### config.mk
export PLATFORM = sky130hd
export DESIGN_NAME = csb_sideband
export DESIGN_NICKNAME = d
export VERILOG_FILES = /design/src/design/csb_pkg.sv /design/src/design/csb_sideband.sv
export VERILOG_INCLUDE_DIRS = /design/src /design/src/design
export SDC_FILE = /design/constraint.sdc
export NUM_CORES = 1
export LEC_CHECK = 0
export BUFFER_PORTS_ARGS = -buffer_cell sky130_fd_sc_hd__buf_4
export CAP_MARGIN = 30
export CORE_MARGIN = 4
export CORE_UTILIZATION = 25
export DETAILED_ROUTE_END_ITERATION = 16
export GPL_TIMING_DRIVEN = 0
export SYNTH_ARGS = -nofsm -noshare
export SYNTH_HDL_FRONTEND = slang
export SYNTH_SLANG_ARGS = --single-unit
### constraint.sdc
create_clock -name i_clk_sys -period 6.4 [get_ports i_clk_sys]
set_input_delay 0.32 -clock i_clk_sys [delete_from_list [all_inputs] [get_ports i_clk_sys]]
set_output_delay 0.32 -clock i_clk_sys [all_outputs]
set_load 0.01 [all_outputs]
### src/design/csb_defs.svh
`ifndef CSB_DEFS_SVH
`define CSB_DEFS_SVH
// register byte offsets
`define CSB_REG_BUSCTL   8'h00
`define CSB_REG_COUNT    8'h04
`define CSB_REG_COMPARE  8'h08
`define CSB_REG_PORTSZ   8'h0c
`define CSB_REG_CACHE    8'h10
`define CSB_REG_STATUS   8'h14
// bus control fields
`define CSB_BC_MASK_RD   0
`define CSB_BC_TC_HOLD   1
`define CSB_BUSCTL_RST   2'h0
`define CSB_PORTSZ_RST   8'h00
`define CSB_CACHE_RST    2'h0
// port size codes, two bits per region
`define CSB_PS_32        2'h0
`define CSB_PS_16        2'h1
`define CSB_PS_8         2'h2
// timer
`define CSB_TMR_W        24
// terminal pulse, in tenths of a processor cycle
`define CSB_TC_PROC_X10  15
`define CSB_CLK_PER_PROC 2
`define CSB_TC_CLKS ((`CSB_TC_PROC_X10 * `CSB_CLK_PER_PROC) / 10)
`endif

### src/design/csb_pkg.sv
package csb_pkg;
	typedef struct packed {
		logic        rd;
		logic        wr;
		logic [31:0] vaddr;
		logic [2:0]  nbytes;
	} csb_xfer_t;

	typedef struct packed {
		logic       addr_show_force_miss;
		logic       high_byte_first_order;
		logic [1:0] spare_high_option;
	} csb_strap_t;

	typedef struct packed {
		logic block_size;
		logic refill_alg;
	} csb_cache_t;

	typedef enum logic [1:0] {
		CSB_IDLE = 2'b00,
		CSB_RD   = 2'b01,
		CSB_WR   = 2'b10
	} csb_state_t;
endpackage : csb_pkg

### src/design/csb_sideband.sv
// Functional notes
// - drive two active-low lane strobes for 16-bit port accesses
// - upper strobe marks most significant byte, lane set by byte order
// - lower strobe marks least significant byte, lane set by byte order
// - bus control mask bit keeps both lane strobes high during reads
// - lane strobe pins are inputs during reset, sampling spare options
// - final-datum low after next-to-last ack, or from the start if one datum, released with strobe
// - terminal output low 1.5 cycles or until timer rewritten, by mode
// - 24-bit count and compare timer
// - bus fault sampled only while a read or write is in progress
// - bus fault on a read raises bus error exception
// - synchronized interrupts pass a two-flop synchroniser
// - direct interrupts are seen one cycle sooner than synchronized
// - reset samples direct irq 3 and synced irq 0 as options
// - processor timing is half the double-rate input clock
// - configuration captured in the last cycle reset is held
// - float input releases every output, clock and grant included
// - software sets 8, 16 or 32-bit port width per region
// - cache configuration selects block size and refill algorithm
// - reserved address ranges map like their segment, never trap
// - configuration pins act as inputs only while reset is held
`timescale 1ns/10ps
`include "csb_defs.svh"
module csb_sideband (
	// clock and reset
	input  wire logic              i_clk_sys,
	input  wire logic              i_rst,
	// register port
	input  wire logic [7:0]        i_reg_addr,
	input  wire logic [31:0]       i_reg_wdata,
	input  wire logic              i_reg_wr,
	input  wire logic              i_reg_rd,
	output logic      [31:0]       o_reg_rdata,
	// transfer requests from the core
	input  wire logic              i_xfer_valid,
	input  wire csb_pkg::csb_xfer_t i_xfer,
	output logic                   o_xfer_busy,
	output logic                   o_bus_err_exc,
	output logic      [31:0]       o_paddr,
	// bus pins
	input  wire logic              i_read_data_strobe_n,
	input  wire logic              i_ack_n,
	input  wire logic              i_bus_fault_in,
	input  wire logic              i_bus_req,
	input  wire logic              i_float_all_outputs,
	output logic                   o_rd_n,
	output logic                   o_wr_n,
	output logic                   o_ctl_oe,
	output logic                   o_last_n,
	output logic      [1:0]        o_half_port_lane_strobe_n,
	output logic                   o_lane_oe,
	input  wire logic [1:0]        i_half_port_lane_strobe_n,
	output logic                   o_timer_terminal_n,
	output logic                   o_system_clock_out,
	output logic                   o_bus_grant_out,
	output logic                   o_fixed_oe,
	// interrupts
	input  wire logic [2:0]        i_synced_irq_n,
	input  wire logic [2:0]        i_direct_irq_n,
	output logic      [5:0]        o_irq_pending,
	// configuration
	output csb_pkg::csb_strap_t    o_strap,
	output csb_pkg::csb_cache_t    o_cache_cfg
);
	csb_pkg::csb_state_t state_ff;
	logic                system_clock_out_ff;
	logic                proc_en;
	logic [1:0]          busctl_ff;
	logic [7:0]          portsz_ff;
	logic [`CSB_TMR_W-1:0] count_ff;
	logic [`CSB_TMR_W-1:0] cmp_ff;
	logic [1:0]          tc_cnt_ff;
	logic [2:0]          left_ff;
	logic [2:0]          bytes_ff;
	logic [1:0]          off_ff;
	logic [1:0]          width_ff;
	logic                grant_ff;
	logic [2:0]          sync1_ff;
	logic [2:0]          sync2_ff;
	logic [2:0]          direct_ff;
	logic                count_wr;
	logic                tc_hit;
	logic                ack;
	logic [2:0]          step;
	logic [1:0]          nxt_width;
	logic [31:0]         nxt_paddr;
	logic [31:0]         nxt_rdata;

	// ceil(nbytes / port width), aligned transfers assumed
	function automatic logic [2:0] csb_datums(input logic [2:0] nb,
		input logic [1:0] ps);
		case (ps)
			`CSB_PS_16: csb_datums = 3'((4'(nb) + 4'h1) >> 1);
			`CSB_PS_8:  csb_datums = nb;
			default:    csb_datums = 3'h1;
		endcase
	endfunction : csb_datums

	function automatic logic [2:0] csb_step(input logic [1:0] ps);
		case (ps)
			`CSB_PS_16: csb_step = 3'h2;
			`CSB_PS_8:  csb_step = 3'h1;
			default:    csb_step = 3'h4;
		endcase
	endfunction : csb_step

	// active-low {upper, lower} lanes of a 16-bit port
	function automatic logic [1:0] csb_lanes(input logic [1:0] ps,
		input logic [1:0] off, input logic [2:0] nb,
		input logic big, input logic masked);
		logic upper;
		upper = 1'b0;
		if (ps != `CSB_PS_16 || masked) begin
			csb_lanes = 2'h3;
		end else if (nb >= 3'h2 && !off[0]) begin
			csb_lanes = 2'h0;
		end else begin
			upper = big ? !off[0] : off[0];
			csb_lanes = upper ? 2'h1 : 2'h2;
		end
	endfunction : csb_lanes

	// kseg0 and kseg1 fold onto low memory, all else passes untouched
	always_comb begin
		nxt_paddr = i_xfer.vaddr;
		if (i_xfer.vaddr[31:30] == 2'h2) begin
			nxt_paddr = {3'h0, i_xfer.vaddr[28:0]};
		end
		nxt_width = portsz_ff[2*nxt_paddr[29:28] +: 2];
	end

	assign proc_en  = !system_clock_out_ff;
	assign count_wr = i_reg_wr && i_reg_addr == `CSB_REG_COUNT;
	assign tc_hit   = proc_en && count_ff == cmp_ff;
	assign step     = csb_step(width_ff);
	assign ack      = state_ff == csb_pkg::CSB_RD ? !i_read_data_strobe_n
		: !i_ack_n;

	// processor clock is the double-rate input divided by two
	always_ff @(posedge i_clk_sys) begin
		if (i_rst) begin
			system_clock_out_ff <= 1'b0;
		end else begin
			system_clock_out_ff <= !system_clock_out_ff;
		end
	end
	assign o_system_clock_out = system_clock_out_ff;

	// strap capture; the last sample taken under reset is kept
	always_ff @(posedge i_clk_sys) begin
		if (i_rst) begin
			o_strap.addr_show_force_miss  <= !i_direct_irq_n[0];
			o_strap.high_byte_first_order <= !i_synced_irq_n[0];
			o_strap.spare_high_option <= i_half_port_lane_strobe_n;
		end
	end

	// output enables; lane pins are inputs while reset is held
	always_ff @(posedge i_clk_sys) begin
		o_lane_oe  <= !i_float_all_outputs && !i_rst;
		o_fixed_oe <= !i_float_all_outputs;
		o_ctl_oe   <= !i_float_all_outputs && !grant_ff;
	end

	// software registers
	always_ff @(posedge i_clk_sys) begin
		if (i_rst) begin
			busctl_ff   <= `CSB_BUSCTL_RST;
			portsz_ff   <= `CSB_PORTSZ_RST;
			o_cache_cfg <= `CSB_CACHE_RST;
			cmp_ff      <= '0;
		end else if (i_reg_wr) begin
			case (i_reg_addr)
				`CSB_REG_BUSCTL:  busctl_ff   <= i_reg_wdata[1:0];
				`CSB_REG_PORTSZ:  portsz_ff   <= i_reg_wdata[7:0];
				`CSB_REG_CACHE:   o_cache_cfg <= i_reg_wdata[1:0];
				`CSB_REG_COMPARE: cmp_ff <= i_reg_wdata[`CSB_TMR_W-1:0];
				default: ;
			endcase
		end
	end

	always_comb begin
		case (i_reg_addr)
			`CSB_REG_BUSCTL:  nxt_rdata = {30'h0, busctl_ff};
			`CSB_REG_COUNT:   nxt_rdata = {8'h0, count_ff};
			`CSB_REG_COMPARE: nxt_rdata = {8'h0, cmp_ff};
			`CSB_REG_PORTSZ:  nxt_rdata = {24'h0, portsz_ff};
			`CSB_REG_CACHE:   nxt_rdata = {30'h0, o_cache_cfg};
			`CSB_REG_STATUS:  nxt_rdata = {26'h0, !o_timer_terminal_n,
				o_xfer_busy, o_strap};
			default:          nxt_rdata = 32'h0;
		endcase
	end

	// read data stands only in the cycle after the strobe
	always_ff @(posedge i_clk_sys) begin
		if (i_rst) begin
			o_reg_rdata <= 32'h0;
		end else begin
			o_reg_rdata <= i_reg_rd ? nxt_rdata : 32'h0;
		end
	end

	// timer; a software write to the count restarts it
	always_ff @(posedge i_clk_sys) begin
		if (i_rst) begin
			count_ff <= '0;
		end else if (count_wr) begin
			count_ff <= i_reg_wdata[`CSB_TMR_W-1:0];
		end else if (tc_hit) begin
			count_ff <= '0;
		end else if (proc_en) begin
			count_ff <= count_ff + 1'b1;
		end
	end

	// terminal pin: fixed 1.5-cycle pulse or held until rewrite
	always_ff @(posedge i_clk_sys) begin
		if (i_rst) begin
			o_timer_terminal_n <= 1'b1;
			tc_cnt_ff          <= 2'h0;
		end else if (tc_hit && !count_wr) begin
			o_timer_terminal_n <= 1'b0;
			tc_cnt_ff <= 2'(`CSB_TC_CLKS - 1);
		end else if (busctl_ff[`CSB_BC_TC_HOLD]) begin
			if (count_wr) begin
				o_timer_terminal_n <= 1'b1;
			end
		end else if (tc_cnt_ff != 2'h0) begin
			tc_cnt_ff <= tc_cnt_ff - 2'h1;
		end else begin
			o_timer_terminal_n <= 1'b1;
		end
	end

	// bus grant to an external master, only between transfers
	always_ff @(posedge i_clk_sys) begin
		if (i_rst) begin
			grant_ff <= 1'b0;
		end else if (proc_en) begin
			grant_ff <= i_bus_req && state_ff == csb_pkg::CSB_IDLE
				&& !(i_xfer_valid && !grant_ff);
		end
	end
	assign o_bus_grant_out = grant_ff;

	// transfer sequencer, steps on processor edges only
	always_ff @(posedge i_clk_sys) begin
		if (i_rst) begin
			state_ff    <= csb_pkg::CSB_IDLE;
			o_rd_n      <= 1'b1;
			o_wr_n      <= 1'b1;
			o_last_n    <= 1'b1;
			o_xfer_busy <= 1'b0;
			o_half_port_lane_strobe_n <= 2'h3;
			left_ff  <= 3'h0;
			bytes_ff <= 3'h0;
			off_ff   <= 2'h0;
			width_ff <= `CSB_PS_32;
			o_paddr  <= 32'h0;
		end else if (proc_en) begin
			case (state_ff)
				csb_pkg::CSB_IDLE: begin
					if (i_xfer_valid && !grant_ff
						&& (i_xfer.rd || i_xfer.wr)) begin
						state_ff <= i_xfer.rd ? csb_pkg::CSB_RD
							: csb_pkg::CSB_WR;
						o_rd_n      <= !i_xfer.rd;
						o_wr_n      <= i_xfer.rd;
						o_xfer_busy <= 1'b1;
						o_paddr     <= nxt_paddr;
						width_ff    <= nxt_width;
						off_ff      <= nxt_paddr[1:0];
						bytes_ff    <= i_xfer.nbytes;
						left_ff <= csb_datums(i_xfer.nbytes, nxt_width);
						o_last_n <= csb_datums(i_xfer.nbytes,
							nxt_width) != 3'h1;
						o_half_port_lane_strobe_n <= csb_lanes(nxt_width,
							nxt_paddr[1:0], i_xfer.nbytes,
							o_strap.high_byte_first_order,
							i_xfer.rd && busctl_ff[`CSB_BC_MASK_RD]);
					end
				end
				csb_pkg::CSB_RD, csb_pkg::CSB_WR: begin
					if (i_bus_fault_in || (ack && left_ff == 3'h1)) begin
						state_ff    <= csb_pkg::CSB_IDLE;
						o_rd_n      <= 1'b1;
						o_wr_n      <= 1'b1;
						o_last_n    <= 1'b1;
						o_xfer_busy <= 1'b0;
						o_half_port_lane_strobe_n <= 2'h3;
					end else if (ack) begin
						left_ff  <= left_ff - 3'h1;
						off_ff   <= off_ff + step[1:0];
						bytes_ff <= bytes_ff - step;
						if (left_ff == 3'h2) begin
							o_last_n <= 1'b0;
						end
						o_half_port_lane_strobe_n <= csb_lanes(width_ff,
							off_ff + 2'h2, bytes_ff - 3'h2,
							o_strap.high_byte_first_order,
							state_ff == csb_pkg::CSB_RD
							&& busctl_ff[`CSB_BC_MASK_RD]);
					end
				end
				default: state_ff <= csb_pkg::CSB_IDLE;
			endcase
		end
	end

	// bus error exception pulse, reads only
	always_ff @(posedge i_clk_sys) begin
		if (i_rst) begin
			o_bus_err_exc <= 1'b0;
		end else begin
			o_bus_err_exc <= proc_en && state_ff == csb_pkg::CSB_RD
				&& i_bus_fault_in;
		end
	end

	// synced inputs get two flops, direct ones one: one cycle apart
	always_ff @(posedge i_clk_sys) begin
		if (i_rst) begin
			sync1_ff      <= 3'h7;
			sync2_ff      <= 3'h7;
			direct_ff     <= 3'h7;
			o_irq_pending <= 6'h00;
		end else begin
			sync1_ff  <= i_synced_irq_n;
			sync2_ff  <= sync1_ff;
			direct_ff <= i_direct_irq_n;
			o_irq_pending <= {~direct_ff, ~sync2_ff};
		end
	end
endmodule : csb_sideband

* Word-level counts from Yosys, hierarchy flattened
Index checks and enable logic that the tools add are counted.
** Word-level totals
- Bits in registers :: 170
- Input bits :: 95
- Output and inout bits :: 89
- Word-level logic and storage cells :: 192
** Cells by class
- Add/sub/neg operators :: 8
- Magnitude comparators :: 2
- Equality and inequality tests :: 28
- Shift operators :: 1
- Mux-type cells :: 59
- Bitwise logic cells :: 5
- Reductions and logical operators :: 55
** Operators with widths (number)
- $pmux 24 s6 :: 1
- $mux 24 :: 3
- $mux 2 :: 18
- $mux 32 :: 1
- $mux 3 :: 9
- $add 24x1->24 const B :: 1
- $eq 24x24->1 :: 1
- $pmux 3 s2 :: 4
- $eq 8x4->1 const B :: 2
- $eq 8x5->1 const B :: 2
- $logic_and 1x1->1 :: 16
- $mux 1 :: 16
- $logic_not 1->1 :: 14
- $reduce_and 2->1 :: 7
- $pmux 2 s2 :: 3
- $reduce_and 5->1 :: 2
- $ne 3x1->1 const B :: 3
- $ne 3x3->1 const B :: 3
- $eq 2x2->1 const B :: 4
- $eq 8x3->1 const B :: 1
- $logic_not 8->1 :: 1
- $ne 2x1->1 const B :: 4
- $pmux 1 s2 :: 4
- $reduce_and 4->1 :: 2
- other kinds (20) :: 36

* Depth between registers and ports, before layout
Gate-level depths: netlist of the first run.
- Word-level depth :: 12
- Depth in mapped cells :: 10
- Gate-level depth less buffers :: 10

* Worst setup path after synthesis of the first run
No wires, ideal clock.
- Path kind :: in2reg
- Start :: in i_xfer[34] (netlist name)
- End :: reg o_last_n
- Setup time :: 106 ps
- Data arrival time :: 2451 ps
- Data required time :: 6294 ps
- Slack :: 3843 ps
- Cell stages on the path :: 8
- Buffers on the path :: 0
- Cell sequence :: inv_1 -> o21ai_0 -> mux4_2 -> inv_1 -> ha_1 -> or3b_2 -> nor4b_1 -> o311ai_0
** Between the ends
- Cells in the longest elaborated chain, start to end :: 12
- Elaborated cells between the ends (all ways) :: 13
- Classes of those cells :: 4 x eq/ne; 1 x shift; 8 x mux
** Ends and longest elaborated chain
- start, declared :: RTL line csb_sideband.sv:36 : input wire csb_pkg::csb_xfer_t i_xfer,
- $eq 2x2->1 (*) :: RTL line csb_sideband.sv:126 : if (i_xfer.vaddr[31:30] == 2'h2) begin
- $mux 32 (*) :: RTL line csb_sideband.sv:126
- $shiftx 8x4->2 (*) :: RTL line csb_sideband.sv:129 : nxt_width = portsz_ff[2*nxt_paddr[29:28] +: 2];
- via nxt_width[1] :: RTL line csb_sideband.sv:85 : logic [1:0] nxt_width;
- $eq 2x2->1 / $eq 2x1->1 (equally long branches) :: RTL line csb_sideband.sv:92 : case (ps)
- $pmux 3 s2 (*) :: RTL line csb_sideband.sv:92
- $mux 3 (*)
- $mux 3 (*) :: RTL line csb_sideband.sv:263 : case (state_ff)
- $mux 3 (*) :: RTL line csb_sideband.sv:262 : end else if (proc_en) begin
- $mux 3 (*) :: RTL line csb_sideband.sv:250 : if (i_rst) begin
- $ne 3x1->1 (*) :: RTL line csb_sideband.sv:278 : nxt_width) != 3'h1;
- $mux 1 (*) :: RTL line csb_sideband.sv:265 : if (i_xfer_valid && !grant_ff
- $pmux 1 s2 (*) :: RTL line csb_sideband.sv:263
- end signal, assigned :: RTL line csb_sideband.sv:277 : o_last_n <= csb_datums(i_xfer.nbytes,
- end, declared :: RTL line csb_sideband.sv:49 : output logic o_last_n,
Mark *: on every way through the listed nets, which the timed path passes. The rest lies on a longest branch. The select of a mux whose other input is x is not followed.
A chain may end at the register's enable or synchronous reset.

* Final worst setup path of the first run
Ends and elaborated chain as after synthesis.

==> results by group, run 1 <==
Routing
  • Vias post-DR: between 6,000 and 7,000
  • Via density per instance: 4.71
  • WL per Instance: between 15 and 20 um
  • WL final: ~25 mm
  • DRT Pass-1 Iters: 7
  • First DRT Iteration DRCs: 598
  • Routed Antenna Nets: 0
  • DRC viols: 0

STA
  • # setup viols final: 0
  • RSZ-0062 raised after global routing: false
  • Final hold vios: 0
  • Period minus WS final: between 2 and 3 ns
  • Final WS setup: between 3 and 4 ns
  • Period utilization: 42.4%
  • Maximum clock frequency: 369 MHz
  • Max-slew violation count: 0
  • Slew @ Worst Pin: ~0.84 ns
  • Setup TNS: 0 ns
  • Max-slew headroom: between 40% and 50%
  • Clock Skews: between 0.015 and 0.02 ns

Placed design
  • Routability cong.: about 0.88
  • Buffers on Ports: 165
  • Dpl hpwl: 18.8 mm
  • Pre-CTS worst setup slack: between 3 and 4 ns

Floorplanning
  • Die width: roughly 180 um
  • Die Span Y: roughly 180 um
  • Core Rows: slightly above 60
  • Starting Density: between 20 and 30%
  • Num ports: between 150 and 200
  • Die area: around 32,000 um2
  • Core area: ~29,000 um2

Yosys
  • Seq/Total Area, Yosys: between 40 and 50%
  • Yosys top cell by area: dfxtp_1
  • Top cell type's share of synthesized area: 43.0%
  • Synth cell types: 64
  • Yosys reg bits: ~160
  • Synthesized cell area: between 7000 and 8000 um2
  • Cell with the most instances after synthesis: dfxtp_1
  • Top FF cell, synth: dfxtp_1
  • Avg Cell Area, Syn: between 8 and 9 um2
  • Commonest cells in the netlist: dfxtp_1 (157), nand2_1 (130), a21oi_1 (84)
  • Fraction of registers with async set/reset: 0%
  • Syn. warnings: 0
  • Ranking of synthesized cells by area: dfxtp_1 (43%), nand2_1 (6.7%), a21oi_1 (5.8%), xor2_1 (5.0%), nand3_1 (3.2%)
  • Synthesized instance count: between 800 and 900
  • Post-synth EDFFs: 4

Layout
  • Area Growth Syn to Fin: 31.9%
  • Filler instances: 3,072
  • Nets: roughly 1,200
  • Layout cells sized above 1: a little under a quarter

Clock tree
  • Num CTS Buffers: 17
  • CTS sink count: roughly 160
  • Hold_buf cts: 0
  • Number of setup buffers added after CTS: 0
  • CTS Buffer Depth: 2
  • Clock Tree Root: clkbuf_16
  • Post-cts sizing count: 0
  • CTS tree: done
  • H-tree Lvls: 4
  • Clk_lat worst skew: ~0.43 ns
  • CTS clk-pin slew, worst paths: roughly 0.08 ns

Worst hold path
  • Type of the worst min-delay path: in2reg
  • Worst hold start: i_float_all_outputs
  • WHS Endpoint: o_ctl_oe
  • Hold path depth: 2

Worst setup path
  • Startpoint Class: input pin
  • CP Capture Type: register
  • Crit-path max FO: 4
  • Reg-to-reg critical path endpoint: count_ff[22]
  • Req. time, crit path: around 6.7 ns
  • Worst R2R Start: count_ff[14]
  • Worst reg-to-reg setup slack: approximately 4 ns
  • Setup Crit Path Kind: in2reg
  • CP arrival: ~3.0 ns
  • Worst r2r path cells: 7

Pwr
  • VDD IR max: about 120 uV
  • Final Power: between 0.002 and 0.0025 W
  • LEAKAGE: just under 4 nW
  • Pwr/cell area: approximately 250 nW/um2

Global route
  • Tot GR Track Use: 15.2%
  • First-pass GRT wire length: approximately 38 mm
  • Vias in the first global route: 6,711
  • Largest net degree at the start of global routing: 17
  • Initial antenna violation count: 1
  • Grt total ovfl: 0

Status
  • Status: complete, no violations

Job
  • Max-cap viol count: 0
-- placed cells by master, fill, tap and decap left out, types with 4 or more instances in the layout --
cell	instances
clkbuf_16	17
clkinvlp_4	4
o22ai_1	25
nor3_1	7
edfxtp_1	4
nor2b_1	6
nor2_1	50
a21oi_1	84
buf_2	17
clkbuf_1	52
nand3_1	47
inv_1	24
nand2_1	130
ha_1	15
a211oi_1	4
a22oi_1	21
or2_2	9
nand4_1	10
a31oi_1	25
mux2i_1	7
conb_1	8
xor2_1	42
o21ai_0	12
xnor2_1	7
dfxtp_1	157
nor4_1	11
and3_1	32
a222oi_1	4
buf_4	174
-- layer usage --
| layer | up-vias | global-route usage [%] | routed length [um] |
|---|---|---|---|
| li1 | 3398 | - | - |
| met1 | 3220 | 19.4 | 10700 |
| met2 | 205 | 25.9 | 12000 |
| met3 | 26 | 3.31 | 1510 |
| met4 | 0 | 4.16 | 391 |
| met5 | - | 0 | 0 |
-- report_power, final --
part	internal [W]	switching [W]
logic	0.000129	0.000175
clock network	0.000563	0.000455
registers	0.00104	0.0000256
total	0.00173	0.000655
-- layout make-up --
cell class,count,area [um2],share of cell area (%)
clock inverter,12,124,1.29
tap,384,480,4.99
clock buffer,19,453,4.70
inverter,25,93.8,0.975
antenna,2,5.00,0.0520
timing repair buffer,165,1240,12.9
buffer,80,370,3.85
sequential,161,3260,33.9
multi-input combinational,605,3600,37.4
-- cells by family after synthesis --
family,after synthesis,synth area share [%]
simple gates,325,21.7
compound gates,195,16.4
flops,161,44.7
buf+inv,105,6.36
xor+xnor,49,5.88
fa+ha+maj,16,2.84
mux,12,2.04
other cells,1,0.0514
-- worst max-delay path, cell delays in order --
cell	delay [ns]
buf_4	0.08
inv_1	0.03
o21ai_0	0.65
mux4_2	0.65
inv_1	0.08
ha_1	0.22
a31oi_1	0.08
or3b_2	0.46
nor4b_1	0.16
o311ai_0	0.31
-- sequential cells by signal, indices dropped and copies added (netlist names), 4 cells and up --
register / cells
o_irq_pending: 6
o_paddr: 32
portsz_ff: 8
cmp_ff: 24
o_reg_rdata: 24
count_ff: 24
o_strap: 4
-- how the worst max path moves through the flow --
| stage | startpoint | to | depth (start not counted) |
|---|---|---|---|
| 6_report | i_xfer[34] | o_last_n | 10 |
| 5_1_grt | i_xfer[34] | o_last_n | 10 |
| 4_1_cts | i_xfer[34] | o_last_n | 10 |
| 3_5_place_dp | i_xfer[34] | o_last_n | 10 |
| 3_3_place_gp | i_xfer[34] | o_last_n | 10 |
| 2_1_floorplan | i_xfer[34] | o_last_n | 8 |
-- per-stage QoR --
step | util, % | hold WS, ns | instances | cell area [um2]
after global placement | 31.4 | 0.365 | 1420 | 9050
after global routing | 33.4 | 0.0502 | 1452 | 9630
after CTS | 33.4 | 0.0450 | 1451 | 9620
after floorplan | - | 0.363 | 871 | 7330
final | 33.5 | 0.0621 | 1453 | 9630
after detailed placement | 31.4 | 0.366 | 1420 | 9050
No activity file was read; power rests on OpenSTA's default activity.
==> run 2, diff against run 1 <==
Clock period 6.4 ns to 2.53 ns, I/O delays scaled along.
==> run 2 against run 1 <==
Effect of this change:
- first-iteration DRC count is 8.4% higher
- final cell count rose by 4.5%
- non-clock buffer count up 68
- die area is the same
- sequential power rose to 2.5 times the previous value
- critical endpoint is now left_ff[1]
==> results by group, run 2 (synthesis gave the netlist of run 1 again) <==
Status
  • Status: complete, no violations

STA
  • WHS: 0.0415 ns (-0.0206 ns)
  • Period minus WS final: about 2.3 ns
  • # setup viols final: 0 (unchanged)
  • Max-slew violation count: 0 (unchanged)
  • Clock Skews: 0.0135 ns (-0.00272 ns)
  • Maximum clock frequency: ~430 MHz
  • Setup TNS: 0 ns (unchanged)
  • Final hold vios: 0 (unchanged)
  • Period utilization: roughly 93%
  • Slew @ Worst Pin: 0.821 ns (-0.0187 ns)
  • RSZ-0062 raised after global routing: false
  • Max-slew headroom: 44.5% (+1.3 points)

Placed design
  • Routability cong.: 0.877 (unchanged)
  • Cells after DPL: 1,420 (unchanged)
  • Buffers on Ports: 165 (unchanged)
  • Dpl hpwl: 18.8 mm (unchanged)

Layout
  • Area Growth Syn to Fin: 41.2%
  • Most frequent cells in the layout: buf_4 (174), dfxtp_1 (157), nand2_1 (130)
  • Commonest non-fill, non-tap cell in the layout: buf_4
  • Non-Filler Instances: 1,519 (+4.5%)
  • Largest Register: o_paddr
  • Nets: 1,234 (+5.8%)
  • Filler instances: 3,020 (-1.7%)
  • Layout cells sized above 1: 21.9% (-1.2 points)
  • Antenna Cells: 0 (-2)
  • Reg area: 3260 um2 (unchanged)
  • Number of flip-flops in the largest register: 32 (unchanged)
  • Area of the multi-input gates: 3610 um2 (+0.24%)

Floorplanning
  • Die width: 179 um (unchanged)
  • Die Span Y: 179 um (unchanged)
  • Num ports: 184 (unchanged)
  • Starting Density: 25.4% (unchanged)
  • Core area: 28,800 um2 (unchanged)
  • Core Rows: 62 (unchanged)
  • Die area: 32,000 um2 (unchanged)

Routing
  • DRT Pass-1 Iters: 6 (-1)
  • WL final: 25.2 mm (+2.3%)
  • Routed Antenna Nets: 0 (unchanged)
  • First DRT Iteration DRCs: 648 (+8.4%)
  • DRC viols: 0 (unchanged)
  • WL per Instance: 16.6 um (-2.2%)
  • Vias post-DR: 7,147 (+4.4%)
  • Via density per instance: 4.71 (-0.18%)

Worst setup path
  • Setup Crit Path Kind: reg2reg
  • Worst R2R Start: state_ff[0]
  • Startpoint Class: register
  • Worst Setup SP: state_ff[0]
  • Crit-path max FO: 10 (+6)
  • Req. time, crit path: 2.81 ns (-3.91 ns)
  • CP arrival: 2.62 ns (-0.42 ns)
  • CP Capture Type: register

Pwr
  • Final Power: 0.00613 W (+160%)
  • Pwr/cell area: 595 nW/um2 (+140%)
  • VDD IR max: 316 uV (+150%)
  • LEAKAGE: 4.15 nW (+7.4%)

Global route
  • Initial antenna violation count: 0 (-1)
  • Grt total ovfl: 0 (unchanged)
  • Tot GR Track Use: 15.6% (+0.36 points)
  • First-pass GRT wire length: 38.8 mm (+3.1%)
  • Vias in the first global route: 7,066 (+5.3%)
  • Largest net degree at the start of global routing: 17 (unchanged)

Clock tree
  • Clk_lat worst skew: 0.43 ns (about the same)
  • Num CTS Buffers: 17 (unchanged)
  • Clock Tree Root: clkbuf_16
  • CTS tree: done
  • CTS sink count: 161 (unchanged)
  • H-tree Lvls: 4 (unchanged)
  • CTS Buffer Depth: 2 (unchanged)
  • CTS clk-pin slew, worst paths: 0.07 ns (about the same)

Job
  • Max-cap viol count: 0 (unchanged)

Worst hold path
  • Worst hold start: i_reg_wdata[0]
  • Type of the worst min-delay path: in2reg
run 2: stage by stage:
stage | area [um2] | setup slack [ns] | utilization (%)
2_1_floorplan | 7330 | 0.166 | -
3_3_place_gp | 9050 | -0.408 | 31.4
3_5_place_dp | 9050 | -0.420 | 31.4
4_1_cts | 10300 | 0.00737 | 35.8
5_1_grt | 10300 | 0.0233 | 35.8
6_report | 10300 | 0.183 | 35.8
run 2: per-layer routing:
layer,routed length [um],vias up,GRT usage (%)
met1,10700,3370,19.8
met5,0,-,0
met4,417,0,4.29
li1,-,3525,-
met3,1700,28,3.06
met2,12400,224,26.8
run 2: path summary, 6_finish.rpt:
path / to / slack [ns] / cells after the start
max reg2reg: left_ff[1] / 0.18 / 7
max: left_ff[1] / 0.18 / 7
min reg2reg: o_irq_pending[2] / 0.37 / 1
min: portsz_ff[0] / 0.04 / 3
run 2: timing repair:
| action | 4_1_cts | 5_1_grt |
|---|---|---|
| setup endpoints to repair | 0 | 23 |
| hold buffers | 68 | 0 |
| endpoints found under the hold margin | 83 | 0 |
| buffers inserted | 0 | 0 |
| gates resized for setup | 0 | 3 |
run 2: where the power goes:
group | leakage [nW] | total, W | internal, W | switching, W
clock network | 0.271 | 0.00257 | 0.00142 | 0.00115
registers | 1.31 | 0.00270 | 0.00264 | 0.0000643
logic | 2.57 | 0.000858 | 0.000394 | 0.000464
run 2: critical path, stage by stage, from the launching register on:
cell and delay (ns):
dfxtp_1 0.39, ha_2 0.24, mux2_2 0.37, o31a_1 0.30, or4_1 0.43, buf_2 0.21
a211oi_1 0.18, a211oi_1 0.08
run 2: final cells by class:
class	instances	share of cell area [%]
Buffer	80	3.59
Clock buffer	19	4.39
Clock inverter	12	1.20
Inverter	25	0.910
Multi-Input combinational cell	605	35.0
Sequential cell	161	31.6
Tap cell	384	4.66
Timing Repair Buffer	233	18.6
